**config.mk**
```make
export PLATFORM = sky130hd
export DESIGN_NAME = cstg_scan_timing
export DESIGN_NICKNAME = d
export VERILOG_FILES = /design/src/cstg_pkg.sv /design/src/cstg_elem_johnson.sv /design/src/cstg_sync_gen.sv /design/src/cstg_scan_timing.sv
export SDC_FILE = /design/constraint.sdc
export NUM_CORES = 1
export LEC_CHECK = 0
export ABC_AREA = 1
export BUFFER_PORTS_ARGS = -buffer_cell sky130_fd_sc_hd__buf_2
export CORE_MARGIN = 2
export CORE_UTILIZATION = 35
export DETAILED_ROUTE_END_ITERATION = 6
export PLACE_DENSITY = 0.6
export SLEW_MARGIN = 30
export SYNTH_ARGS = -nofsm -noshare
export SYNTH_HDL_FRONTEND = slang
export SYNTH_SLANG_ARGS = --single-unit
```
**constraint.sdc**
```tcl
create_clock -name core_clk -period 3.6 [get_ports core_clk]
set_input_delay 0.36 -clock core_clk [delete_from_list [all_inputs] [get_ports core_clk]]
set_output_delay 0.36 -clock core_clk [all_outputs]
set_load 0.005 [all_outputs]
```
**src/cstg_pkg.sv**
```systemverilog
package cstg_pkg;
  // ==========================================================
  // Master clock and divider ratios
  localparam int MASTER_HZ = 14318180;
  localparam int SUBCARRIER_DIV = 4;
  localparam int ELEMENT_DIV = 3;
  localparam int SYNC_REF_DIV = 7;
  localparam int REF_HIGH_CYC = 4;

  // ==========================================================
  // Element and injection counters
  localparam int ELEM_STAGES = 6;
  localparam int INJ_STAGES = 8;
  localparam logic [7:0] INJ_STOP = 8'h80;
  localparam int PAIR_NS = 420;
  localparam int PAIR_CYC = 2 * ELEMENT_DIV;
  localparam int EXT_BLANK_NS = 500;
  localparam int EXT_BLANK_CYC =
    int'((longint'(EXT_BLANK_NS) * longint'(MASTER_HZ)) / longint'(1000000000));

  // ==========================================================
  // Sync timing in reference ticks, 65 ticks per half line
  localparam int H_TICKS = 65;
  localparam int FP_START = 62;
  localparam int HSYNC_END = 10;
  localparam int BURST_START = 11;
  localparam int BURST_END = 16;
  localparam int KEY_END = 18;
  localparam int HDRIVE_END = 17;
  localparam int HBLANK_END = 19;
  localparam int EQ_END = 5;
  localparam int BROAD_END = 55;
  localparam int FIELD_HALF = 525;
  localparam int FRAME_HALF = 1050;
  localparam int EQ1_HL = 6;
  localparam int BROAD_HL_END = 12;
  localparam int VDRIVE_HL = 18;
  localparam int VBLANK_HL = 42;

  // ==========================================================
  // Line timing, lines counted from field restart
  localparam int TEST_LINE = 17;
  localparam int VSTART_LINE = 19;
  localparam int VRET_LAST = 21;
  localparam int ACTIVE_FIRST = 22;
  localparam int ACTIVE_LINES = 244;
endpackage

```
**src/cstg_elem_johnson.sv**
```systemverilog
module cstg_elem_johnson #(
  parameter int STAGES = cstg_pkg::ELEM_STAGES
) (
  // Master clock and reset
  input wire logic core_clk,
  input wire logic rst,
  // Per-line clear
  input wire logic line_clear_n,
  // Counter stages, stage 0 first
  output logic [STAGES-1:0] stages
);
  import cstg_pkg::*;

  localparam int HALF = STAGES / 2;

  if (STAGES < 4 || (STAGES % 2) != 0) begin : g_bad
    $error("STAGES must be even and at least four");
  end

  logic [HALF-1:0] even_q;
  logic [HALF-1:0] odd_q;

  // ==========================================================
  // Split clock: even stages on the rising edge
  always_ff @(posedge core_clk or posedge rst) begin
    if (rst) begin
      even_q <= '0;
    end else if (!line_clear_n) begin
      even_q <= '0;
    end else begin
      even_q <= {odd_q[HALF-2:0], ~odd_q[HALF-1]};
    end
  end

  // Odd stages on the falling edge, half-period resolution
  always_ff @(negedge core_clk or posedge rst) begin
    if (rst) begin
      odd_q <= '0;
    end else if (!line_clear_n) begin
      odd_q <= '0;
    end else begin
      odd_q <= even_q;
    end
  end

  always_comb begin
    for (int i = 0; i < HALF; i++) begin
      stages[2*i] = even_q[i];
      stages[2*i+1] = odd_q[i];
    end
  end
endmodule

```
**src/cstg_sync_gen.sv**
```systemverilog
module cstg_sync_gen (
  // Master clock and reset
  input wire logic core_clk,
  input wire logic rst,
  // Reference tick from the divide-by-seven
  input wire logic ref_en,
  // Standard timing, all registered
  output logic comp_sync_n,
  output logic hblank,
  output logic vblank,
  output logic horiz_drive_n,
  output logic vert_drive_n,
  output logic burst_flag,
  output logic key_clamp,
  // Strobes
  output logic line_start,
  output logic field_start
);
  import cstg_pkg::*;

  logic [6:0] tick_q;
  logic [10:0] half_q;
  logic [6:0] tick_d;
  logic [10:0] half_d;
  logic [10:0] fh;
  logic even_hl;
  logic eq_zone;
  logic broad_zone;
  logic vdrive;
  logic hsync;

  // ==========================================================
  // Tick and half-line counters
  always_comb begin
    tick_d = tick_q;
    half_d = half_q;
    if (ref_en) begin
      if (tick_q == 7'(H_TICKS - 1)) begin
        tick_d = '0;
        half_d = (half_q == 11'(FRAME_HALF - 1)) ? '0 : half_q + 11'h001;
      end else begin
        tick_d = tick_q + 7'h01;
      end
    end
    fh = (half_d >= 11'(FIELD_HALF)) ? half_d - 11'(FIELD_HALF) : half_d;
    even_hl = ~half_d[0];
    eq_zone = fh < 11'(EQ1_HL) || (fh >= 11'(BROAD_HL_END) && fh < 11'(VDRIVE_HL));
    broad_zone = fh >= 11'(EQ1_HL) && fh < 11'(BROAD_HL_END);
    vdrive = fh < 11'(VDRIVE_HL);
    hsync = even_hl && tick_d < 7'(HSYNC_END);
  end

  always_ff @(posedge core_clk or posedge rst) begin
    if (rst) begin
      tick_q <= '0;
      half_q <= '0;
    end else begin
      tick_q <= tick_d;
      half_q <= half_d;
    end
  end

  // ==========================================================
  // Outputs from next state so they line up with the counters
  always_ff @(posedge core_clk or posedge rst) begin
    if (rst) begin
      comp_sync_n <= 1'h1;
      hblank <= 1'h0;
      vblank <= 1'h0;
      horiz_drive_n <= 1'h1;
      vert_drive_n <= 1'h1;
      burst_flag <= 1'h0;
      key_clamp <= 1'h0;
      line_start <= 1'h0;
      field_start <= 1'h0;
    end else begin
      if (eq_zone) begin
        comp_sync_n <= ~(tick_d < 7'(EQ_END));
      end else if (broad_zone) begin
        comp_sync_n <= ~(tick_d < 7'(BROAD_END));
      end else begin
        comp_sync_n <= ~hsync;
      end
      hblank <= (even_hl && tick_d < 7'(HBLANK_END)) || (!even_hl && tick_d >= 7'(FP_START));
      vblank <= fh < 11'(VBLANK_HL);
      horiz_drive_n <= ~((even_hl && tick_d < 7'(HDRIVE_END)) ||
                         (!even_hl && tick_d >= 7'(FP_START)));
      vert_drive_n <= ~vdrive;
      burst_flag <= even_hl && !vdrive && tick_d >= 7'(BURST_START) &&
                    tick_d < 7'(BURST_END);
      // Back porch only, inside blanking
      key_clamp <= even_hl && tick_d >= 7'(BURST_END) && tick_d < 7'(KEY_END);
      line_start <= ref_en && !even_hl && tick_d == 7'(FP_START);
      field_start <= ref_en && tick_d == '0 && fh == '0;
    end
  end
endmodule

```
**src/cstg_scan_timing.sv**
```systemverilog
// Functional notes
// - Master clock divided by four gives the colour subcarrier.
// - Master clock divided by three gives the element rate.
// - Divide-by-seven supplies the sync generator reference.
// - Sync generator gives composite sync, blanking, drives and burst flag.
// - Extended blank is composite blank with horizontal part lengthened half a microsecond.
// - Line clear restarts element counter and injection counter each line.
// - Element timing from six-stage Johnson counter with complemented feedback.
// - Element counter shifts ones then zeros, returning to cleared and repeating.
// - Even stages on true clock, odd on inverted clock.
// - Each element pulse is one two-input AND or NAND of stages.
// - Element counter changes one flip-flop per step, no glitches.
// - Injection Johnson counter runs fifteen steps then stops until line clear.
// - Each injection output is one two-input gate of the counter.
// - Line counter makes line-rate and once-per-retrace vertical signals.
// - Latch blocks retrace signals after the last one until next field.
// - Frame squarewave toggles on every burst flag; field read at restart.
// - Half-line squarewave changes only inside horizontal blanking.
// - Key clamp only inside horizontal blanking.
// - Test-line flag high through line 17; tone clock runs during it.
// - Horizontal phase clocks advance one column pair every 420 ns.
// - Even/odd select switches every 210 ns, away from sample and restore.
// - Column correction alternates on alternate element pairs.
module cstg_scan_timing (
  // Master clock and reset
  input wire logic core_clk,
  input wire logic rst,
  // Derived clocks
  output logic subcarrier_clk,
  output logic element_clk,
  output logic sync_ref_clk,
  // Standard television timing
  output logic comp_sync_n,
  output logic extended_blank_n,
  output logic horiz_drive_n,
  output logic vert_drive_n,
  output logic burst_flag,
  output logic key_clamp,
  // Line and field resets
  output logic line_clear_n,
  output logic field_restart,
  // Element rate timing
  output logic horiz_phase_a,
  output logic horiz_phase_b,
  output logic even_odd_select,
  output logic sample_pulse,
  output logic restore_pulse,
  output logic column_correction,
  // Injection timing
  output logic inject_col_zero,
  output logic column_reset,
  // Line timing
  output logic vert_enable_odd,
  output logic vert_enable_even,
  output logic vert_phase_a,
  output logic vert_phase_b,
  output logic vert_scan_start,
  output logic test_line_flag,
  output logic test_tone_clk,
  // Field reference squarewaves
  output logic frame_square,
  output logic half_line_square
);
  import cstg_pkg::*;

  // Window of a Johnson ring given as {~stages, stages}
  function automatic logic jpulse(input logic [15:0] ring, input int a, input int b);
    return ring[a] & ~ring[b];
  endfunction

  logic [1:0] sub_cnt_q;
  logic [1:0] elem_cnt_q;
  logic [2:0] ref_cnt_q;
  logic element_clk_q;
  logic sync_ref_clk_q;
  logic ref_en;
  logic ref_high;
  logic hblank;
  logic vblank;
  logic line_start;
  logic field_start;
  logic line_clear_n_q;
  logic field_restart_q;
  logic [ELEM_STAGES-1:0] elem_stages;
  logic [15:0] elem_ring;
  logic s0_prev_q;
  logic pair_tick;
  logic column_correction_q;
  logic [INJ_STAGES-1:0] inj_q;
  logic [15:0] inj_ring;
  logic inj_run;
  logic vert_win;
  logic phase_win;
  logic [9:0] line_q;
  logic vlatch_q;
  logic active_line;
  logic field_odd_q;
  logic frame_square_q;
  logic burst_prev_q;
  logic half_line_q;
  logic hblank_prev_q;
  logic [3:0] ext_cnt_q;
  logic ext_blank_n_q;
  logic vert_enable_odd_q;
  logic vert_enable_even_q;
  logic vert_phase_a_q;
  logic vert_phase_b_q;
  logic vert_scan_start_q;
  logic test_line_q;
  logic test_tone_q;

  // ==========================================================
  // Master clock dividers
  always_ff @(posedge core_clk or posedge rst) begin
    if (rst) begin
      sub_cnt_q <= '0;
    end else begin
      sub_cnt_q <= sub_cnt_q + 2'h1;
    end
  end

  always_ff @(posedge core_clk or posedge rst) begin
    if (rst) begin
      elem_cnt_q <= '0;
      element_clk_q <= 1'h0;
    end else begin
      elem_cnt_q <= (elem_cnt_q == 2'(ELEMENT_DIV - 1)) ? '0 : elem_cnt_q + 2'h1;
      element_clk_q <= elem_cnt_q == 2'(ELEMENT_DIV - 1);
    end
  end

  assign ref_en = ref_cnt_q == 3'(SYNC_REF_DIV - 1);
  assign ref_high = ref_cnt_q < 3'(REF_HIGH_CYC);

  always_ff @(posedge core_clk or posedge rst) begin
    if (rst) begin
      ref_cnt_q <= '0;
      sync_ref_clk_q <= 1'h0;
    end else begin
      ref_cnt_q <= ref_en ? '0 : ref_cnt_q + 3'h1;
      sync_ref_clk_q <= ref_high;
    end
  end

  assign subcarrier_clk = sub_cnt_q[1];
  assign element_clk = element_clk_q;
  assign sync_ref_clk = sync_ref_clk_q;

  // ==========================================================
  // Sync generation
  cstg_sync_gen u_sync (
    .core_clk(core_clk),
    .rst(rst),
    .ref_en(ref_en),
    .comp_sync_n(comp_sync_n),
    .hblank(hblank),
    .vblank(vblank),
    .horiz_drive_n(horiz_drive_n),
    .vert_drive_n(vert_drive_n),
    .burst_flag(burst_flag),
    .key_clamp(key_clamp),
    .line_start(line_start),
    .field_start(field_start)
  );

  // One-cycle line clear at start of blanking, field restart at vertical drive
  always_ff @(posedge core_clk or posedge rst) begin
    if (rst) begin
      line_clear_n_q <= 1'h1;
      field_restart_q <= 1'h0;
    end else begin
      line_clear_n_q <= ~line_start;
      field_restart_q <= field_start;
    end
  end

  assign line_clear_n = line_clear_n_q;
  assign field_restart = field_restart_q;

  // Blanking stretched at its trailing edge to cover the sensor's active time
  always_ff @(posedge core_clk or posedge rst) begin
    if (rst) begin
      hblank_prev_q <= 1'h0;
      ext_cnt_q <= '0;
      ext_blank_n_q <= 1'h1;
    end else begin
      hblank_prev_q <= hblank;
      if (hblank_prev_q && !hblank) begin
        ext_cnt_q <= 4'(EXT_BLANK_CYC);
      end else if (ext_cnt_q != '0) begin
        ext_cnt_q <= ext_cnt_q - 4'h1;
      end
      ext_blank_n_q <= ~(vblank || hblank || hblank_prev_q || ext_cnt_q > 4'h1);
    end
  end

  assign extended_blank_n = ext_blank_n_q;

  // ==========================================================
  // Element scan logic
  cstg_elem_johnson #(
    .STAGES(ELEM_STAGES)
  ) u_elem (
    .core_clk(core_clk),
    .rst(rst),
    .line_clear_n(line_clear_n_q),
    .stages(elem_stages)
  );

  assign elem_ring = 16'({~elem_stages, elem_stages});

  // Single gates of stage outputs keep the decodes free of race glitches
  assign horiz_phase_a = jpulse(elem_ring, 0, 5);
  assign horiz_phase_b = jpulse(elem_ring, 6, 11);
  assign even_odd_select = jpulse(elem_ring, 1, 7);
  assign sample_pulse = jpulse(elem_ring, 4, 6);
  assign restore_pulse = jpulse(elem_ring, 10, 0);

  assign pair_tick = elem_stages[0] & ~s0_prev_q;

  always_ff @(posedge core_clk or posedge rst) begin
    if (rst) begin
      s0_prev_q <= 1'h0;
      column_correction_q <= 1'h0;
    end else begin
      s0_prev_q <= elem_stages[0];
      if (pair_tick) begin
        column_correction_q <= ~column_correction_q;
      end
    end
  end

  assign column_correction = column_correction_q;

  // ==========================================================
  // Injection logic, one run per line then parked
  assign inj_ring = 16'({~inj_q, inj_q});
  assign inj_run = ~jpulse(inj_ring, INJ_STAGES - 1, INJ_STAGES - 2);

  always_ff @(posedge core_clk or posedge rst) begin
    if (rst) begin
      inj_q <= INJ_STOP;
    end else if (!line_clear_n_q) begin
      inj_q <= '0;
    end else if (pair_tick && inj_run) begin
      inj_q <= {inj_q[INJ_STAGES-2:0], ~inj_q[INJ_STAGES-1]};
    end
  end

  assign inject_col_zero = jpulse(inj_ring, 3, 7);
  assign column_reset = jpulse(inj_ring, 8, 12);
  assign vert_win = jpulse(inj_ring, 0, 8);
  assign phase_win = jpulse(inj_ring, 9, 13);

  // ==========================================================
  // Line timing
  always_ff @(posedge core_clk or posedge rst) begin
    if (rst) begin
      // Reset starts on the first line, as a field restart does
      line_q <= 10'h001;
    end else if (field_restart_q) begin
      line_q <= 10'h001;
    end else if (line_start && line_q != '1) begin
      line_q <= line_q + 10'h001;
    end
  end

  // Set wins, so a late last line still blocks the next retrace
  always_ff @(posedge core_clk or posedge rst) begin
    if (rst) begin
      vlatch_q <= 1'h0;
    end else if (line_start && line_q == 10'(VRET_LAST)) begin
      vlatch_q <= 1'h1;
    end else if (field_restart_q) begin
      vlatch_q <= 1'h0;
    end
  end

  assign active_line = line_q >= 10'(ACTIVE_FIRST) &&
                       line_q < 10'(ACTIVE_FIRST + ACTIVE_LINES);

  always_ff @(posedge core_clk or posedge rst) begin
    if (rst) begin
      vert_enable_odd_q <= 1'h0;
      vert_enable_even_q <= 1'h0;
      vert_phase_a_q <= 1'h0;
      vert_phase_b_q <= 1'h0;
    end else begin
      vert_enable_odd_q <= active_line && field_odd_q && vert_win;
      vert_enable_even_q <= active_line && !field_odd_q && vert_win;
      vert_phase_a_q <= active_line && !line_q[0] && phase_win;
      vert_phase_b_q <= active_line && line_q[0] && phase_win;
    end
  end

  always_ff @(posedge core_clk or posedge rst) begin
    if (rst) begin
      vert_scan_start_q <= 1'h0;
      test_line_q <= 1'h0;
      test_tone_q <= 1'h0;
    end else begin
      vert_scan_start_q <= !vlatch_q && line_q == 10'(VSTART_LINE) && vert_win;
      test_line_q <= !vlatch_q && line_q == 10'(TEST_LINE);
      // Reference divider square gives the roughly 2 MHz tone
      test_tone_q <= !vlatch_q && line_q == 10'(TEST_LINE) && ref_high;
    end
  end

  assign vert_enable_odd = vert_enable_odd_q;
  assign vert_enable_even = vert_enable_even_q;
  assign vert_phase_a = vert_phase_a_q;
  assign vert_phase_b = vert_phase_b_q;
  assign vert_scan_start = vert_scan_start_q;
  assign test_line_flag = test_line_q;
  assign test_tone_clk = test_tone_q;

  // ==========================================================
  // Field reference squarewaves
  always_ff @(posedge core_clk or posedge rst) begin
    if (rst) begin
      burst_prev_q <= 1'h0;
      frame_square_q <= 1'h0;
      field_odd_q <= 1'h0;
      half_line_q <= 1'h0;
    end else begin
      burst_prev_q <= burst_flag;
      if (burst_flag && !burst_prev_q) begin
        frame_square_q <= ~frame_square_q;
      end
      if (field_restart_q) begin
        field_odd_q <= frame_square_q;
      end
      if (line_start) begin
        half_line_q <= ~half_line_q;
      end
    end
  end

  assign frame_square = frame_square_q;
  assign half_line_square = half_line_q;
endmodule

```
==> results.ini <==
[floorplan]
dieArea_sq_um = 14400
core_area_sq_um = 13200
die_h_um = 120
pin_count = 30
num_rows = 42
initial_core_util_pct = 35.8
die_w_um = 120

[sta]
fin_setup_tns_ps = 0
hold_viol = 7
setup_viol = 0
tightestPinTransition_ps = 505
max_freq_ghz = 0.315
fin_crit_ps = 3170
finClkSkew_ps = 12.8
hold_slack_ps = -3.48
max_slew_margin_pct = 66.3
period_share_pct = 88.2
rsz0062_at_grt = no
slew_viol_final = 0

[routing]
dr.pass1.iters = 5
drc = 0
antenna_left = 0
routed_wl_um = 9730
vias = 3738
initialDrtViolationCount = 238
viasPerCell = 4.62
wire_per_inst_um = 12.0

[cts]
cts_tree = built
numCtsBuffers = 9
clkTransAtPathRegs_ps = 70
clockBufferDepth = 2
cts.sinks = 82
postCtsResizedCells = 0
root_buffer = clkbuf_16
insertion_delay_ps = 340
post_cts.repair.setup_buffers = 0
h-tree-depth = 3
hold_buffers = 0

[logic_synthesis]
ys_seq_area_share_pct = 43.6
ys_ff_latch = 82
synth_cell_types = 47
synthFlopType = dfrtp_1
avgSynthCellArea_sq_um = 7.94
synth-compound-area-share_pct = 5.69
yosys.area_share.simple_pct = 34.3
synth_warnings = 0
synth-async-reset-ratio_pct = 100
synth-xor-area-share_pct = 2.41
synthAdderAreaFrac_pct = 3.18
synth_top_family_by_area = simple AND/OR/NAND/NOR gates
synth_nets = 609
synth_edf_count = 0
syn-instance-count = 595
muxShareOfSynthArea_pct = 0
netlist_area_sq_um = 4720

[finish]
diodes = 0
drive_gt1_share_pct = 19.1
area_growth_pct = 13.6
layout_common_cells = nand2_1, inv_1, dfrtp_1
finish.utilization_pct = 40.7
fin_nets = 642
layout_commonest_cell = nand2_1

[critical_path]
cp-startpoint = u_elem.odd_q[2]$_DFF_NP0_
rrSetupSlack_ps = 430
r2r-end = u_sync.comp_sync_n$_DFF_PP1_
crit_type = reg2out
cp-end-kind = output port
cp.arrival_ps = 2810
cp-endpoint = horiz_phase_b
startpoint_type = register
worstReg2RegStart = u_sync.tick_q[0]$_DFF_PP0_
crit_path_max_fanout = 3
reg2reg_depth = 25
required_ps = 3240

[power_and_ir_drop]
peakVddDrop_uv = 222
leakagePower_nw = 2.83
p_per_area_nw_per_um2 = 354

[flow_run]
drv_cap = 0

[global_route]
grt_first_pass_wirelength_um = 17400
track_usage_pct = 14.7
overflow = 0
grt_max_degree = 42
grt_pass1_vias = 3674
antenna_found_initial = 0

[place]
place_hpwl_um = 7480
gp_congestion = 0.856
io_buffer_count = 29

[run_status]
status = complete, but fails checks
violations = hold timing

[worst_hold_path]
hold_path_class = in2async

[state kept, by name, summed over array words and instances, names as in the netlist, 2 cells and up]
register and cells:
line_q 10, ext_cnt_q 4, ref_cnt_q 3, u_sync.half_q 11
inj_q 8, elem_cnt_q 2, u_elem.even_q 3, u_elem.odd_q 3
u_sync.tick_q 7, sub_cnt_q 2
[synthesized netlist by cell type, types with 2 or more instances]
cell type | instances | area (sq um)
nand2_1 | 124 | 465
inv_1 | 98 | 368
dfrtp_1 | 72 | 1800
nor2_1 | 58 | 218
nand3_1 | 39 | 195
o21ai_0 | 23 | 115
nand4_1 | 22 | 138
nor3_1 | 18 | 90.1
inv_2 | 14 | 52.6
ha_1 | 12 | 150
xor2_1 | 12 | 105
a21oi_1 | 10 | 50.1
nand2_2 | 9 | 56.3
nor2_4 | 9 | 101
nand3_2 | 8 | 80.1
nor2_2 | 8 | 50.1
dfstp_2 | 7 | 184
nor4_1 | 5 | 31.3
nand3_4 | 4 | 70.1
buf_4 | 3 | 22.5
buf_6 | 3 | 33.8
clkbuf_1 | 3 | 11.3
dfrtn_1 | 3 | 75.1
nand2_4 | 3 | 33.8
a211oi_1 | 2 | 15.0
buf_2 | 2 | 10.0
clkinv_1 | 2 | 7.51
nor3_2 | 2 | 20.0
o21ai_1 | 2 | 10.0
[logic make-up (layout without fill, tap and decap cells)]
kind of cell / Yosys count / count (layout)
buffers and inverters: 126 / 164
AO/OA/AOI/OAI: 46 / 46
AND/OR/NAND/NOR: 316 / 316
adder cells (fa/ha/maj): 12 / 12
flip-flops: 82 / 82
XOR/XNOR: 13 / 13
[worst min path at each step]
stage | end | slack [ps] | cells after the start
2_1_floorplan | field_restart$_DFF_PP0_ | 330 | 0
3_3_place_gp | field_restart$_DFF_PP0_ | 330 | 0
3_5_place_dp | field_restart$_DFF_PP0_ | 350 | 0
4_1_cts | inj_q[0]$_DFFE_PP0P_ | 10 | 2
5_1_grt | inj_q[4]$_DFFE_PP0P_ | 20 | 2
6_report | column_correction$_DFFE_PP0P_ | -3 | 2
[final cells by class]
class / count / area, sq um
clock buffer: 10 / 239
clock inverter: 6 / 72.6
fill: 1325 / 7830
inverter: 115 / 437
multi-input combinational: 387 / 2160
sequential: 82 / 2060
tap: 176 / 220
timing repair buffer: 33 / 175
[power by group]
group	leakage [nW]	total (mW)	internal [mW]	switching, mW
Clock	0.143	0.956	0.564	0.392
Combinational	1.62	0.0203	0.00204	0.0182
Sequential	1.06	0.922	0.922	0
[through the flow]
stage | cell area [sq um] | power, mW | std cells | setup slack (ps) | hold slack [ps]
2_1_floorplan | 4730 | 0.952 | 595 | 599 | 331
3_3_place_gp | 5050 | 0.961 | 793 | 368 | 333
3_5_place_dp | 5050 | 0.961 | 793 | 273 | 348
4_1_cts | 5360 | 1.92 | 809 | 247 | 13.5
5_1_grt | 5370 | 1.96 | 809 | 12.5 | 21.1
6_report | 5370 | 1.90 | 809 | 426 | -3.48
[worst max-delay path, cell delays in order (launching register included)]
cell and delay [ps]:
dfrtn_1 430, inv_1 50, nor2_1 80, buf_2 120
[per-layer routing]
| metal | global-route usage [%] | vias to the layer above | wire length (um) |
|---|---|---|---|
| met4 | 5.00 | 0 | 198 |
| li1 | - | 1949 | - |
| met1 | 19.9 | 1698 | 4680 |
| met3 | 3.02 | 17 | 403 |
| met5 | 0 | - | 0 |
| met2 | 23.6 | 74 | 4450 |
Note: power is estimated with default switching activity, not from simulation.
